===== src/design/rdr_consts.vh =====
// constants for the receive data-recovery configuration block
`ifndef RDR_CONSTS_VH
`define RDR_CONSTS_VH
// ----------------------------------------------------------------
// register indices (byte address = 4 * index)
// ----------------------------------------------------------------
`define RDR_IDX_RX_CONFIG       8'h0E
`define RDR_IDX_ENERGY_LEVEL    8'h15
`define RDR_IDX_SLICE_LEVEL     8'h1D
`define RDR_IDX_FILTER_SLICE    8'h1E
`define RDR_IDX_CDR_OPTIONS     8'h1F
`define RDR_IDX_DATA_FORMAT     8'h0B
`define RDR_IDX_LOOP_COEF       8'h2B
`define RDR_IDX_STATUS          8'h30
`define RDR_IDX_RATE_SELECT     8'h31
// ----------------------------------------------------------------
// field positions
// ----------------------------------------------------------------
`define RDR_RXC_WAKE_BIT        0
`define RDR_RXC_GATE_BIT        1
`define RDR_RXC_MOD_BIT         2
`define RDR_CDRO_FMMODE_BIT     0
`define RDR_FMT_MAN_BIT         3
`define RDR_FS_BW_HI            7
`define RDR_FS_BW_LO            5
`define RDR_FS_UNUSED_MASK      8'hEF
`define RDR_FS_REF_HI           3
`define RDR_FS_REF_LO           2
`define RDR_FS_HYST_HI          1
`define RDR_FS_HYST_LO          0
// ----------------------------------------------------------------
// encodings and reset values
// ----------------------------------------------------------------
`define RDR_REF_FIXED_A         2'h0
`define RDR_REF_AVERAGE         2'h1
`define RDR_REF_PEAK            2'h2
`define RDR_REF_FIXED_B         2'h3
`define RDR_RST_ENERGY          8'h00
`define RDR_RST_SLICE           8'h00
`define RDR_RST_FILTER          8'h00
`define RDR_RST_RXC             8'h00
`define RDR_RST_CDRO            8'h00
`define RDR_RST_FMT             8'h00
`define RDR_RST_COEF            8'h00
`define RDR_RST_RATE            8'h00
`define RDR_SOF_MAN             8'h66
`define RDR_DEMOD_FFT           2'h1
`define RDR_DEMOD_PLL           2'h2
`define RDR_DEMOD_AM            2'h0
`define RDR_HYST_MV_0           8'h00
`define RDR_HYST_MV_1           8'h19
`define RDR_HYST_MV_2           8'h32
`define RDR_HYST_MV_3           8'h64
`endif


===== src/design/rdr_config.v =====
// register bank and routing for receive data-recovery configuration
`timescale 1ns/100ps
`include "rdr_consts.vh"
module rdr_config #(
  parameter [8*8-1:0] RATE_COEF_TABLE = 64'h8070605040302010
) (
  input  wire        clock_i,
  input  wire        rst_n_i,
  input  wire        psel_i,
  input  wire        penable_i,
  input  wire        pwrite_i,
  input  wire [11:0] paddr_i,
  input  wire [31:0] pwdata_i,
  output reg  [31:0] prdata_o,
  output reg         pready_o,
  output reg         pslverr_o,
  input  wire        noise_floor_valid_i,
  input  wire [7:0]  noise_floor_level_i,
  input  wire [7:0]  energy_level_i,
  input  wire [7:0]  peak_level_i,
  input  wire [7:0]  average_level_i,
  output reg  [7:0]  energy_threshold_o,
  output reg  [7:0]  slice_threshold_o,
  output reg  [2:0]  signal_strength_level_filter_bw_select_o,
  output reg  [7:0]  slice_hysteresis_mv_o,
  output reg  [7:0]  fsk_loop_filter_coef_o,
  output reg         rx_modulation_select_o,
  output reg  [1:0]  demod_select_o,
  output reg         clock_data_recovery_en_o,
  output reg         clock_data_recovery_rst_o,
  output reg  [7:0]  sof_pattern_o
);
  // ----------------------------------------------------------------
  // registers
  // ----------------------------------------------------------------
  reg  [7:0] energy_q;
  reg  [7:0] slice_q;
  reg  [7:0] filter_q;
  reg  [7:0] rxc_q;
  reg  [7:0] cdro_q;
  reg  [7:0] fmt_q;
  reg  [7:0] coef_q;
  reg  [7:0] rate_q;
  reg        energy_met_q;
  reg  [7:0] rdata_d;
  reg        addr_ok_d;
  wire [9:0] idx;
  wire       acc;
  wire       wr;
  wire       manch;
  wire [1:0] ref_sel;
  wire       wr_en;
  wire       wr_rxc;
  wire       wr_energy;
  wire       wr_slice;
  wire       wr_filter;
  wire       wr_cdro;
  wire       wr_fmt;
  wire       wr_coef;
  wire       wr_rate;
  wire       rate_discrete;
  wire [7:0] wdata;
  // one decode shared by every write strobe
  function reg_hit;
    input [9:0] a;
    input [7:0] index;
    begin
      reg_hit = (a == {2'b00, index});
    end
  endfunction
  function [7:0] hyst_mv;
    input [1:0] code;
    begin
      case (code)
        2'h0:    hyst_mv = `RDR_HYST_MV_0;
        2'h1:    hyst_mv = `RDR_HYST_MV_1;
        2'h2:    hyst_mv = `RDR_HYST_MV_2;
        default: hyst_mv = `RDR_HYST_MV_3;
      endcase
    end
  endfunction
  function [7:0] half_level;
    input [7:0] lvl;
    begin
      half_level = {1'b0, lvl[7:1]};
    end
  endfunction
  assign idx     = paddr_i[11:2];
  assign acc     = psel_i & penable_i;
  assign wr      = acc & pwrite_i & addr_ok_d;
  assign manch   = fmt_q[`RDR_FMT_MAN_BIT];
  assign ref_sel = filter_q[`RDR_FS_REF_HI:`RDR_FS_REF_LO];
  assign wdata         = pwdata_i[7:0];
  assign wr_en         = wr & pready_o;
  assign wr_rxc        = wr_en & reg_hit(idx, `RDR_IDX_RX_CONFIG);
  assign wr_energy     = wr_en & reg_hit(idx, `RDR_IDX_ENERGY_LEVEL);
  assign wr_slice      = wr_en & reg_hit(idx, `RDR_IDX_SLICE_LEVEL);
  assign wr_filter     = wr_en & reg_hit(idx, `RDR_IDX_FILTER_SLICE);
  assign wr_cdro       = wr_en & reg_hit(idx, `RDR_IDX_CDR_OPTIONS);
  assign wr_fmt        = wr_en & reg_hit(idx, `RDR_IDX_DATA_FORMAT);
  assign wr_coef       = wr_en & reg_hit(idx, `RDR_IDX_LOOP_COEF);
  assign wr_rate       = wr_en & reg_hit(idx, `RDR_IDX_RATE_SELECT);
  assign rate_discrete = (wdata[7:3] == 5'h00);
  // ----------------------------------------------------------------
  // address decode
  // ----------------------------------------------------------------
  always @* begin
    rdata_d   = 8'h00;
    addr_ok_d = 1'b1;
    case (idx)
      {2'b00, `RDR_IDX_RX_CONFIG}:    rdata_d = rxc_q;
      {2'b00, `RDR_IDX_ENERGY_LEVEL}: rdata_d = energy_q;
      {2'b00, `RDR_IDX_SLICE_LEVEL}:  rdata_d = slice_q;
      {2'b00, `RDR_IDX_FILTER_SLICE}: rdata_d = filter_q & `RDR_FS_UNUSED_MASK;
      {2'b00, `RDR_IDX_CDR_OPTIONS}:  rdata_d = cdro_q;
      {2'b00, `RDR_IDX_DATA_FORMAT}:  rdata_d = fmt_q;
      {2'b00, `RDR_IDX_LOOP_COEF}:    rdata_d = coef_q;
      {2'b00, `RDR_IDX_RATE_SELECT}:  rdata_d = rate_q;
      {2'b00, `RDR_IDX_STATUS}:       rdata_d = {5'h00, demod_select_o, energy_met_q};
      default:                        addr_ok_d = 1'b0;
    endcase
  end
  // ----------------------------------------------------------------
  // apb slave, zero wait state
  // ----------------------------------------------------------------
  always @(posedge clock_i or negedge rst_n_i) begin
    if (!rst_n_i) begin
      prdata_o  <= 32'h0000_0000;
      pready_o  <= 1'b0;
      pslverr_o <= 1'b0;
    end else begin
      pready_o  <= psel_i & ~penable_i;
      pslverr_o <= psel_i & ~penable_i & ~addr_ok_d;
      if (psel_i & ~penable_i & ~pwrite_i) begin
        prdata_o <= {24'h000000, rdata_d};
      end
    end
  end
  // ----------------------------------------------------------------
  // receive configuration
  // ----------------------------------------------------------------
  // writes land only at the access edge, when pready is already high
  always @(posedge clock_i or negedge rst_n_i) begin
    if (!rst_n_i) begin
      rxc_q <= `RDR_RST_RXC;
    end else if (wr_rxc) begin
      rxc_q <= wdata;
    end
  end
  // ----------------------------------------------------------------
  // energy detect level
  // ----------------------------------------------------------------
  // hardware noise-floor update wins over a software write
  always @(posedge clock_i or negedge rst_n_i) begin
    if (!rst_n_i) begin
      energy_q <= `RDR_RST_ENERGY;
    end else if (noise_floor_valid_i) begin
      energy_q <= noise_floor_level_i;
    end else if (wr_energy) begin
      energy_q <= wdata;
    end
  end
  // ----------------------------------------------------------------
  // slice level
  // ----------------------------------------------------------------
  always @(posedge clock_i or negedge rst_n_i) begin
    if (!rst_n_i) begin
      slice_q <= `RDR_RST_SLICE;
    end else if (wr_slice) begin
      slice_q <= wdata;
    end
  end
  // ----------------------------------------------------------------
  // filter and slice options
  // ----------------------------------------------------------------
  // bit 4 never stored, so it cannot leak into any field
  always @(posedge clock_i or negedge rst_n_i) begin
    if (!rst_n_i) begin
      filter_q <= `RDR_RST_FILTER;
    end else if (wr_filter) begin
      filter_q <= wdata & `RDR_FS_UNUSED_MASK;
    end
  end
  // ----------------------------------------------------------------
  // recovery options and data format
  // ----------------------------------------------------------------
  always @(posedge clock_i or negedge rst_n_i) begin
    if (!rst_n_i) begin
      cdro_q <= `RDR_RST_CDRO;
    end else if (wr_cdro) begin
      cdro_q <= wdata;
    end
  end
  always @(posedge clock_i or negedge rst_n_i) begin
    if (!rst_n_i) begin
      fmt_q <= `RDR_RST_FMT;
    end else if (wr_fmt) begin
      fmt_q <= wdata;
    end
  end
  // ----------------------------------------------------------------
  // rate select and loop coefficient
  // ----------------------------------------------------------------
  always @(posedge clock_i or negedge rst_n_i) begin
    if (!rst_n_i) begin
      rate_q <= `RDR_RST_RATE;
    end else if (wr_rate) begin
      rate_q <= wdata;
    end
  end
  // discrete rates preload; user rates keep the written value
  always @(posedge clock_i or negedge rst_n_i) begin
    if (!rst_n_i) begin
      coef_q <= `RDR_RST_COEF;
    end else if (wr_rate & rate_discrete) begin
      coef_q <= RATE_COEF_TABLE[wdata[2:0]*8 +: 8];
    end else if (wr_coef) begin
      coef_q <= wdata;
    end
  end
  // ----------------------------------------------------------------
  // energy detect routing
  // ----------------------------------------------------------------
  // compare is registered, so the recovery release lags one more clock
  always @(posedge clock_i or negedge rst_n_i) begin
    if (!rst_n_i) begin
      energy_met_q <= 1'b0;
    end else begin
      energy_met_q <= energy_level_i >= energy_q;
    end
  end
  always @(posedge clock_i or negedge rst_n_i) begin
    if (!rst_n_i) begin
      energy_threshold_o <= `RDR_RST_ENERGY;
    end else begin
      energy_threshold_o <= energy_q;
    end
  end
  always @(posedge clock_i or negedge rst_n_i) begin
    if (!rst_n_i) begin
      clock_data_recovery_rst_o <= 1'b1;
    end else begin
      clock_data_recovery_rst_o <= rxc_q[`RDR_RXC_WAKE_BIT] & ~energy_met_q;
    end
  end
  // ----------------------------------------------------------------
  // am slicer routing
  // ----------------------------------------------------------------
  always @(posedge clock_i or negedge rst_n_i) begin
    if (!rst_n_i) begin
      slice_threshold_o <= `RDR_RST_SLICE;
    end else begin
      case (ref_sel)
        `RDR_REF_AVERAGE: slice_threshold_o <= average_level_i;
        `RDR_REF_PEAK:    slice_threshold_o <= half_level(peak_level_i);
        default:          slice_threshold_o <= slice_q;
      endcase
    end
  end
  always @(posedge clock_i or negedge rst_n_i) begin
    if (!rst_n_i) begin
      signal_strength_level_filter_bw_select_o <= 3'h0;
    end else begin
      signal_strength_level_filter_bw_select_o <= filter_q[`RDR_FS_BW_HI:`RDR_FS_BW_LO];
    end
  end
  always @(posedge clock_i or negedge rst_n_i) begin
    if (!rst_n_i) begin
      slice_hysteresis_mv_o <= `RDR_HYST_MV_0;
    end else begin
      slice_hysteresis_mv_o <= hyst_mv(filter_q[`RDR_FS_HYST_HI:`RDR_FS_HYST_LO]);
    end
  end
  // ----------------------------------------------------------------
  // demodulator and clock recovery routing
  // ----------------------------------------------------------------
  always @(posedge clock_i or negedge rst_n_i) begin
    if (!rst_n_i) begin
      rx_modulation_select_o <= 1'b0;
    end else begin
      rx_modulation_select_o <= rxc_q[`RDR_RXC_MOD_BIT];
    end
  end
  always @(posedge clock_i or negedge rst_n_i) begin
    if (!rst_n_i) begin
      demod_select_o <= `RDR_DEMOD_AM;
    end else if (rxc_q[`RDR_RXC_MOD_BIT]) begin
      demod_select_o <= `RDR_DEMOD_AM;
    end else if (cdro_q[`RDR_CDRO_FMMODE_BIT]) begin
      demod_select_o <= `RDR_DEMOD_PLL;
    end else begin
      demod_select_o <= `RDR_DEMOD_FFT;
    end
  end
  // recovery optional in am, enabled by its option bit
  always @(posedge clock_i or negedge rst_n_i) begin
    if (!rst_n_i) begin
      clock_data_recovery_en_o <= 1'b0;
    end else if (rxc_q[`RDR_RXC_MOD_BIT]) begin
      clock_data_recovery_en_o <= cdro_q[`RDR_CDRO_FMMODE_BIT];
    end else begin
      clock_data_recovery_en_o <= 1'b1;
    end
  end
  always @(posedge clock_i or negedge rst_n_i) begin
    if (!rst_n_i) begin
      fsk_loop_filter_coef_o <= `RDR_RST_COEF;
    end else begin
      fsk_loop_filter_coef_o <= coef_q;
    end
  end
  // ----------------------------------------------------------------
  // frame alignment routing
  // ----------------------------------------------------------------
  always @(posedge clock_i or negedge rst_n_i) begin
    if (!rst_n_i) begin
      sof_pattern_o <= 8'h00;
    end else begin
      sof_pattern_o <= manch ? `RDR_SOF_MAN : 8'h00;
    end
  end
endmodule


===== config.mk =====
export PLATFORM = sky130hd
export DESIGN_NAME = rdr_config
export DESIGN_NICKNAME = d
export VERILOG_FILES = /design/src/design/rdr_config.v
export VERILOG_INCLUDE_DIRS = /design/src /design/src/design
export SDC_FILE = /design/constraint.sdc
export NUM_CORES = 1
export LEC_CHECK = 0
export ABC_AREA = 0
export BUFFER_PORTS_ARGS = -buffer_cell sky130_fd_sc_hd__buf_4
export CAP_MARGIN = 5
export CORE_MARGIN = 10
export CORE_UTILIZATION = 50
export CTS_BUF_LIST = sky130_fd_sc_hd__clkbuf_4 sky130_fd_sc_hd__clkbuf_8 sky130_fd_sc_hd__clkbuf_16
export CTS_CLUSTER_SIZE = 20
export DETAILED_ROUTE_END_ITERATION = 12
export GPL_ROUTABILITY_DRIVEN = 1
export MAX_ROUTING_LAYER = met4
export PLACE_DENSITY = 0.85
export SLEW_MARGIN = 10
export SYNTH_ARGS = -nofsm -noshare
export SYNTH_HDL_FRONTEND = slang
export SYNTH_SLANG_ARGS = --single-unit
export TNS_END_PERCENT = 30

===== constraint.sdc =====
create_clock -name clock_i -period 3.87 [get_ports clock_i]
set_input_delay 0.387 -clock clock_i [delete_from_list [all_inputs] [get_ports clock_i]]
set_output_delay 0.387 -clock clock_i [all_outputs]
set_load 0.01 [all_outputs]

==> results.json, run 1 <==
{
  "outcome": "complete, no violations",
  "dp_slack_ns": 1.30,
  "grt_remaining_overflow": 0,
  "initial_utilization_pct": 51.2,
  "reg2reg_depth": 5,
  "cp.arrival_ns": 2.44,
  "regToRegEndpoint": "slice_q[2]$_DFFE_PN0P_",
  "hold_viol_final": 0,
  "endpoint": "slice_q[2]$_DFFE_PN0P_",
  "row_count": 37,
  "antenna_left": 0,
  "fin_area_mm2": 0.00626,
  "routabilityCongestion": 0.895,
  "cts_buffer_depth": 2,
  "cts-resized-gates": 0,
  "dp.cells": 680,
  "num_vias": 3773,
  "io_pins": 164,
  "yosys_warnings": 0,
  "path_cells": "buf_4 > nor4b_4 > o211ai_1 > a211oi_1 > a21oi_1 > or3_1 > mux2_1",
  "wl_mm": 13.6,
  "place_hpwl_mm": 10.3,
  "synth_seq_cells": 112,
  "synth-seq-area-share_pct": 53.0,
  "synthToLayoutAreaGrowth_pct": 18.3,
  "die_area_mm2": 0.0151,
  "hp-class": "input pin to async pin",
  "place_area_mm2": 0.00606,
  "startpoint": "paddr_i[7]",
  "cts_tree": "yes",
  "firstDrtPassIters": 4,
  "setup_ws_ns": 1.69,
  "cp_max_fo": 13,
  "mostFrequentLayoutCell": "dfrtp_1",
  "syn_avg_cell_area_um2": 11.5,
  "skew_ns": 0.0142,
  "die_w_um": 123,
  "vias_per_cell": 5.42,
  "antenna_found_initial": 0,
  "slew_headroom_pct": 56.3,
  "antenna_cells": 0,
  "cts_buffers": 9,
  "path_depth": 7,
  "peakVddDrop_v": 0.000170,
  "clkTransAtPathRegs_ns": 0.11,
  "clkLatencyLatePin_ns": 0.39,
  "cts_hold_buffers": 0,
  "grt_max_degree": 50,
  "grt.met2_usage_pct": 29.3,
  "fmax_mhz": 458,
  "gr-max-usage-layer": "met2",
  "crit_required_ns": 4.13,
  "cp_slowest_stage_delay_ns": 0.53,
  "cts_max_level": 3,
  "grt_pass1_vias": 3887,
  "ys_async_sr_fraction_pct": 100,
  "critPathTopFamily": "simple AND/OR/NAND/NOR gates",
  "timing.hold.ws_ns": 0.00191,
  "utilization_pct": 60.6,
  "power_density_mw_per_mm2": 337,
  "worst_pin_slew_ns": 0.652,
  "cts_setup_buffers": 0,
  "mostFrequentLayoutCells": "dfrtp_1, buf_4, nand2_1, mux2_2, o21ai_0",
  "slew_violations": 0,
  "critPathLaunchType": "input pin",
  "r2r_slack_ns": 1.74,
  "synth_cells": 459,
  "final_nets": 654,
  "port_buffers": 107,
  "use_met1_pct": 22.1,
  "setup_violations": 0,
  "fin_crit_sh_pct": 56.4,
  "drive_gt1_share_pct": 32.0,
  "ys.flop_type": "dfrtp_1",
  "synth_edf_count": 0,
  "die_h_um": 123,
  "stdcell_count": 696,
  "maxCapViolations": 0,
  "root_buffer": "clkbuf_8",
  "end_kind": "flop",
  "path_buf_inv": 1,
  "final.min_clock_period_ns": 2.18,
  "power.total_mw": 2.11,
  "grt_first_pass_wirelength_mm": 20.8,
  "drc": 0,
  "syn_area_mm2": 0.00529,
  "core-area_mm2": 0.0103,
  "cellLeakagePower_nw": 3.11,
  "rsz0062_at_grt": "no",
  "synth_cell_types": 46,
  "numClockSinks": 112,
  "finalSetupTns_ns": 0,
  "cp_slowest_cell": "or3_1",
  "wl_per_cell_um": 19.5,
  "crit_type": "input pin to flop",
  "met3_usage_pct": 4.04,
  "drt-initial-drc-count": 263,
  "gr-usage-all-layers_pct": 18.3,
  "r2r_start": "pready_o$_DFF_PN0_"
}
## sequential cells by signal, summed over array words and instances, names as in the netlist, 2 cells and up
name	count
energy_q	8
coef_q	8
fmt_q	8
cdro_q	8
rate_q	8
rxc_q	8
fsk_loop_filter_coef_o	8
prdata_o	8
filter_q	7
signal_strength_level_filter_bw_select_o	3
demod_select_o	2
slice_q	8
slice_threshold_o	8
slice_hysteresis_mv_o	5
energy_threshold_o	8
## cell type report
class	count	area (µm²)
flip-flops and latches	112	2800
repair buffers	110	826
clock inverters	7	77.6
multi-input cells	304	2190
well taps	136	170
inverters	18	67.6
fillers	845	4070
clock buffers	9	124
## logic make-up after synthesis
group | after synthesis | synth area share (%)
flops | 112 | 53.0
simple gates | 100 | 10.3
compound gates | 83 | 9.77
mux | 75 | 15.2
buf+inv | 71 | 7.59
fa+ha+maj | 17 | 4.02
other cells | 1 | 0.0709
## worst reg2reg max path, cell delays in order (launching register included)
cell      delay [ns]
dfrtp_1         0.38
nand4_1         0.29
a211oi_1        0.32
a21oi_1         0.11
or3_1           0.53
mux2_1          0.38
## synthesized netlist by cell type, types with 2 or more instances
library cell	instances	area share, %
ha_1	17	4.0
nand2_1	39	2.8
nor3_2	2	0.38
nor4_2	2	0.47
or2_2	2	0.24
nor3_1	3	0.28
or3_1	3	0.35
o221ai_1	2	0.33
nor2b_1	9	1.1
buf_1	4	0.28
mux2i_1	34	6.4
mux2_2	39	8.3
a22o_1	3	0.50
inv_1	18	1.3
a22oi_1	8	1.1
a32o_1	4	0.76
buf_2	6	0.57
nor2_1	18	1.3
o21ai_0	35	3.3
and2_1	2	0.24
nand4_1	3	0.35
buf_4	34	4.8
clkbuf_1	9	0.64
dfrtp_1	111	53
nand2b_1	3	0.35
o22ai_1	9	1.1
a211oi_1	7	0.99
nand3_1	5	0.47
a21oi_1	11	1.0
## power breakdown
part           internal [mW]  switching (mW)
registers               1.19          0.0149
logic                 0.0771           0.115
clock network          0.305           0.410
## layer usage
metal / share of wire (%) / routed length, µm
met1: 38 / 5200
met2: 51 / 6950
met3: 8.3 / 1130
met4: 2.1 / 279
met5: 0 / 0
## how the worst min path moves through the flow
| stage | from | end | slack, ns |
|---|---|---|---|
| 2_1_floorplan | rst_n_i | cdro_q[0]$_DFFE_PN0P_ | 0.09 |
| 3_3_place_gp | fmt_q[3]$_DFFE_PN0P_ | sof_pattern_o[5]$_DFF_PN0_ | 0.38 |
| 3_5_place_dp | filter_q[7]$_DFFE_PN0P_ | signal_strength_level_filter_bw_select_o[2]$_DFF_PN0_ | 0.39 |
| 4_1_cts | rst_n_i | rxc_q[4]$_DFFE_PN0P_ | 0.02 |
| 5_1_grt | rst_n_i | filter_q[3]$_DFFE_PN0P_ | 0.03 |
| 6_report | rst_n_i | fmt_q[3]$_DFFE_PN0P_ | 0.002 |
(Power assumes the default switching activity.)
==> run 2, diff against run 1 <==
==> constraint.sdc (replaced) <==
create_clock -name clock_i -period 2.1 [get_ports clock_i]
set_input_delay 0.21 -clock clock_i [delete_from_list [all_inputs] [get_ports clock_i]]
set_output_delay 0.21 -clock clock_i [all_outputs]
set_load 0.01 [all_outputs]
==> results.json, run 2 (synthesized netlist as in run 1, its figures left out) <==
{
  "maxCapViolations": 0,
  "initial_utilization_pct": 51.2,
  "routabilityCongestion": 0.900,
  "cts_setup_buffers": 0,
  "die_w_um": 123,
  "vias_per_cell": 5.41,
  "cts_buffer_depth": 2,
  "r2r_slack_ns": 0.17,
  "row_count": 37,
  "grt_first_pass_wirelength_mm": 21.7,
  "fin_area_mm2": 0.00643,
  "fill_cells": 826,
  "peakVddDrop_v": 0.000317,
  "rsz0062_at_grt": "no",
  "clkLatencyLatePin_ns": 0.38,
  "crit_required_ns": 2.36,
  "cp_max_fo": 8,
  "mostFrequentLayoutCell": "buf_4",
  "numClockSinks": 112,
  "wl_per_cell_um": 19.6,
  "drc": 0,
  "r2r_start": "pready_o$_DFF_PN0_",
  "antenna_left": 0,
  "timing.hold.ws_ns": 0.0207,
  "mostFrequentLayoutCells": "buf_4, dfrtp_1, nand2_1, mux2_2, o21ai_0",
  "clkTransAtPathRegs_ns": 0.10,
  "skew_ns": 0.0127,
  "final_nets": 675,
  "core-area_mm2": 0.0103,
  "hold_viol_final": 0,
  "cts_buffers": 9,
  "wl_mm": 14.0,
  "end_kind": "flop",
  "die_area_mm2": 0.0151,
  "firstDrtPassIters": 5,
  "cellLeakagePower_nw": 3.22,
  "place_area_mm2": 0.00623,
  "cp_slowest_stage_delay_ns": 0.51,
  "grt_pass1_vias": 4109,
  "fin_crit_sh_pct": 91.9,
  "die_h_um": 123,
  "cp_slowest_cell": "or3_1",
  "port_buffers": 107,
  "power_density_mw_per_mm2": 603,
  "cts_max_level": 3,
  "path_buf_inv": 0,
  "grt_max_degree": 45,
  "hold_start": "penable_i",
  "reg2reg_depth": 5,
  "final.min_clock_period_ns": 1.93,
  "slew_violations": 0,
  "io_pins": 164,
  "antenna_found_initial": 0,
  "num_vias": 3876,
  "startpoint": "pready_o$_DFF_PN0_",
  "antenna_cells": 0,
  "hold_path_depth": 2,
  "path_cells": "nand4_1 > a211oi_1 > a21oi_1 > or3_1 > mux2_1",
  "cp.arrival_ns": 2.19,
  "root_buffer": "clkbuf_8",
  "drt-initial-drc-count": 269,
  "place_hpwl_mm": 10.8,
  "hold_end": "pready_o$_DFF_PN0_",
  "outcome": "complete, no violations",
  "finalSetupTns_ns": 0,
  "setup_violations": 0,
  "fmax_mhz": 518,
  "slew_headroom_pct": 50.2,
  "drive_gt1_share_pct": 34.1,
  "regToRegEndpoint": "slice_q[2]$_DFFE_PN0P_",
  "gr-usage-all-layers_pct": 19.1,
  "hp-class": "input pin to flop",
  "cts_tree": "yes",
  "worst_pin_slew_ns": 0.747,
  "grt_remaining_overflow": 0,
  "crit_type": "flop to flop",
  "synthToLayoutAreaGrowth_pct": 21.6,
  "power.total_mw": 3.88,
  "critPathTopFamily": "simple AND/OR/NAND/NOR gates",
  "critPathLaunchType": "flop"
}
## run 2: worst max path at each step
stage,slack (ns),endpoint,depth (start not counted)
2_1_floorplan,0.12,slice_q[2]$_DFFE_PN0P_,8
3_3_place_gp,-0.07,slice_q[2]$_DFFE_PN0P_,7
3_5_place_dp,-0.12,slice_q[2]$_DFFE_PN0P_,7
4_1_cts,0.15,slice_q[2]$_DFFE_PN0P_,5
5_1_grt,0.02,slice_q[2]$_DFFE_PN0P_,5
6_report,0.17,slice_q[2]$_DFFE_PN0P_,5
## run 2: power breakdown
group	switching, mW	internal [mW]	total, mW
sequential	0.0264	2.19	2.22
combinational	0.219	0.157	0.375
clock	0.735	0.554	1.29
## run 2: per-layer routing
metal / GRT usage [%] / wire length [µm] / share of wire, %
met3: 3.72 / 1010 / 7.2
met2: 32.3 / 7180 / 51
met5: - / 0 / 0
met1: 22.0 / 5480 / 39
met4: 7.44 / 378 / 2.7
## run 2: layout make-up
cell class / count / area, µm² / area share [%]
Clock buffer: 9 / 124 / 1.92
Sequential cell: 112 / 2800 / 43.6
Multi-Input combinational cell: 304 / 2190 / 34.0
Timing Repair Buffer: 131 / 1010 / 15.7
Clock inverter: 6 / 68.8 / 1.07
Tap cell: 136 / 170 / 2.64
Inverter: 18 / 67.6 / 1.05
## run 2: stage by stage
stage               std cells  utilization (%)  setup slack [ns]
global route              716             62.3            0.0250
finish                    716             62.3             0.169
CTS                       716             62.3             0.150
floorplan                 487                -             0.118
detailed placement        700             60.4            -0.124
global placement          700             60.4           -0.0706
## run 2: what timing repair did
| action | CTS | global route |
|---|---|---|
| hold endpoints to repair | 22 | 0 |
| endpoints found under the setup margin | 0 | 0 |
| gates resized for setup | 0 | 0 |
| hold buffers | 1 | 0 |
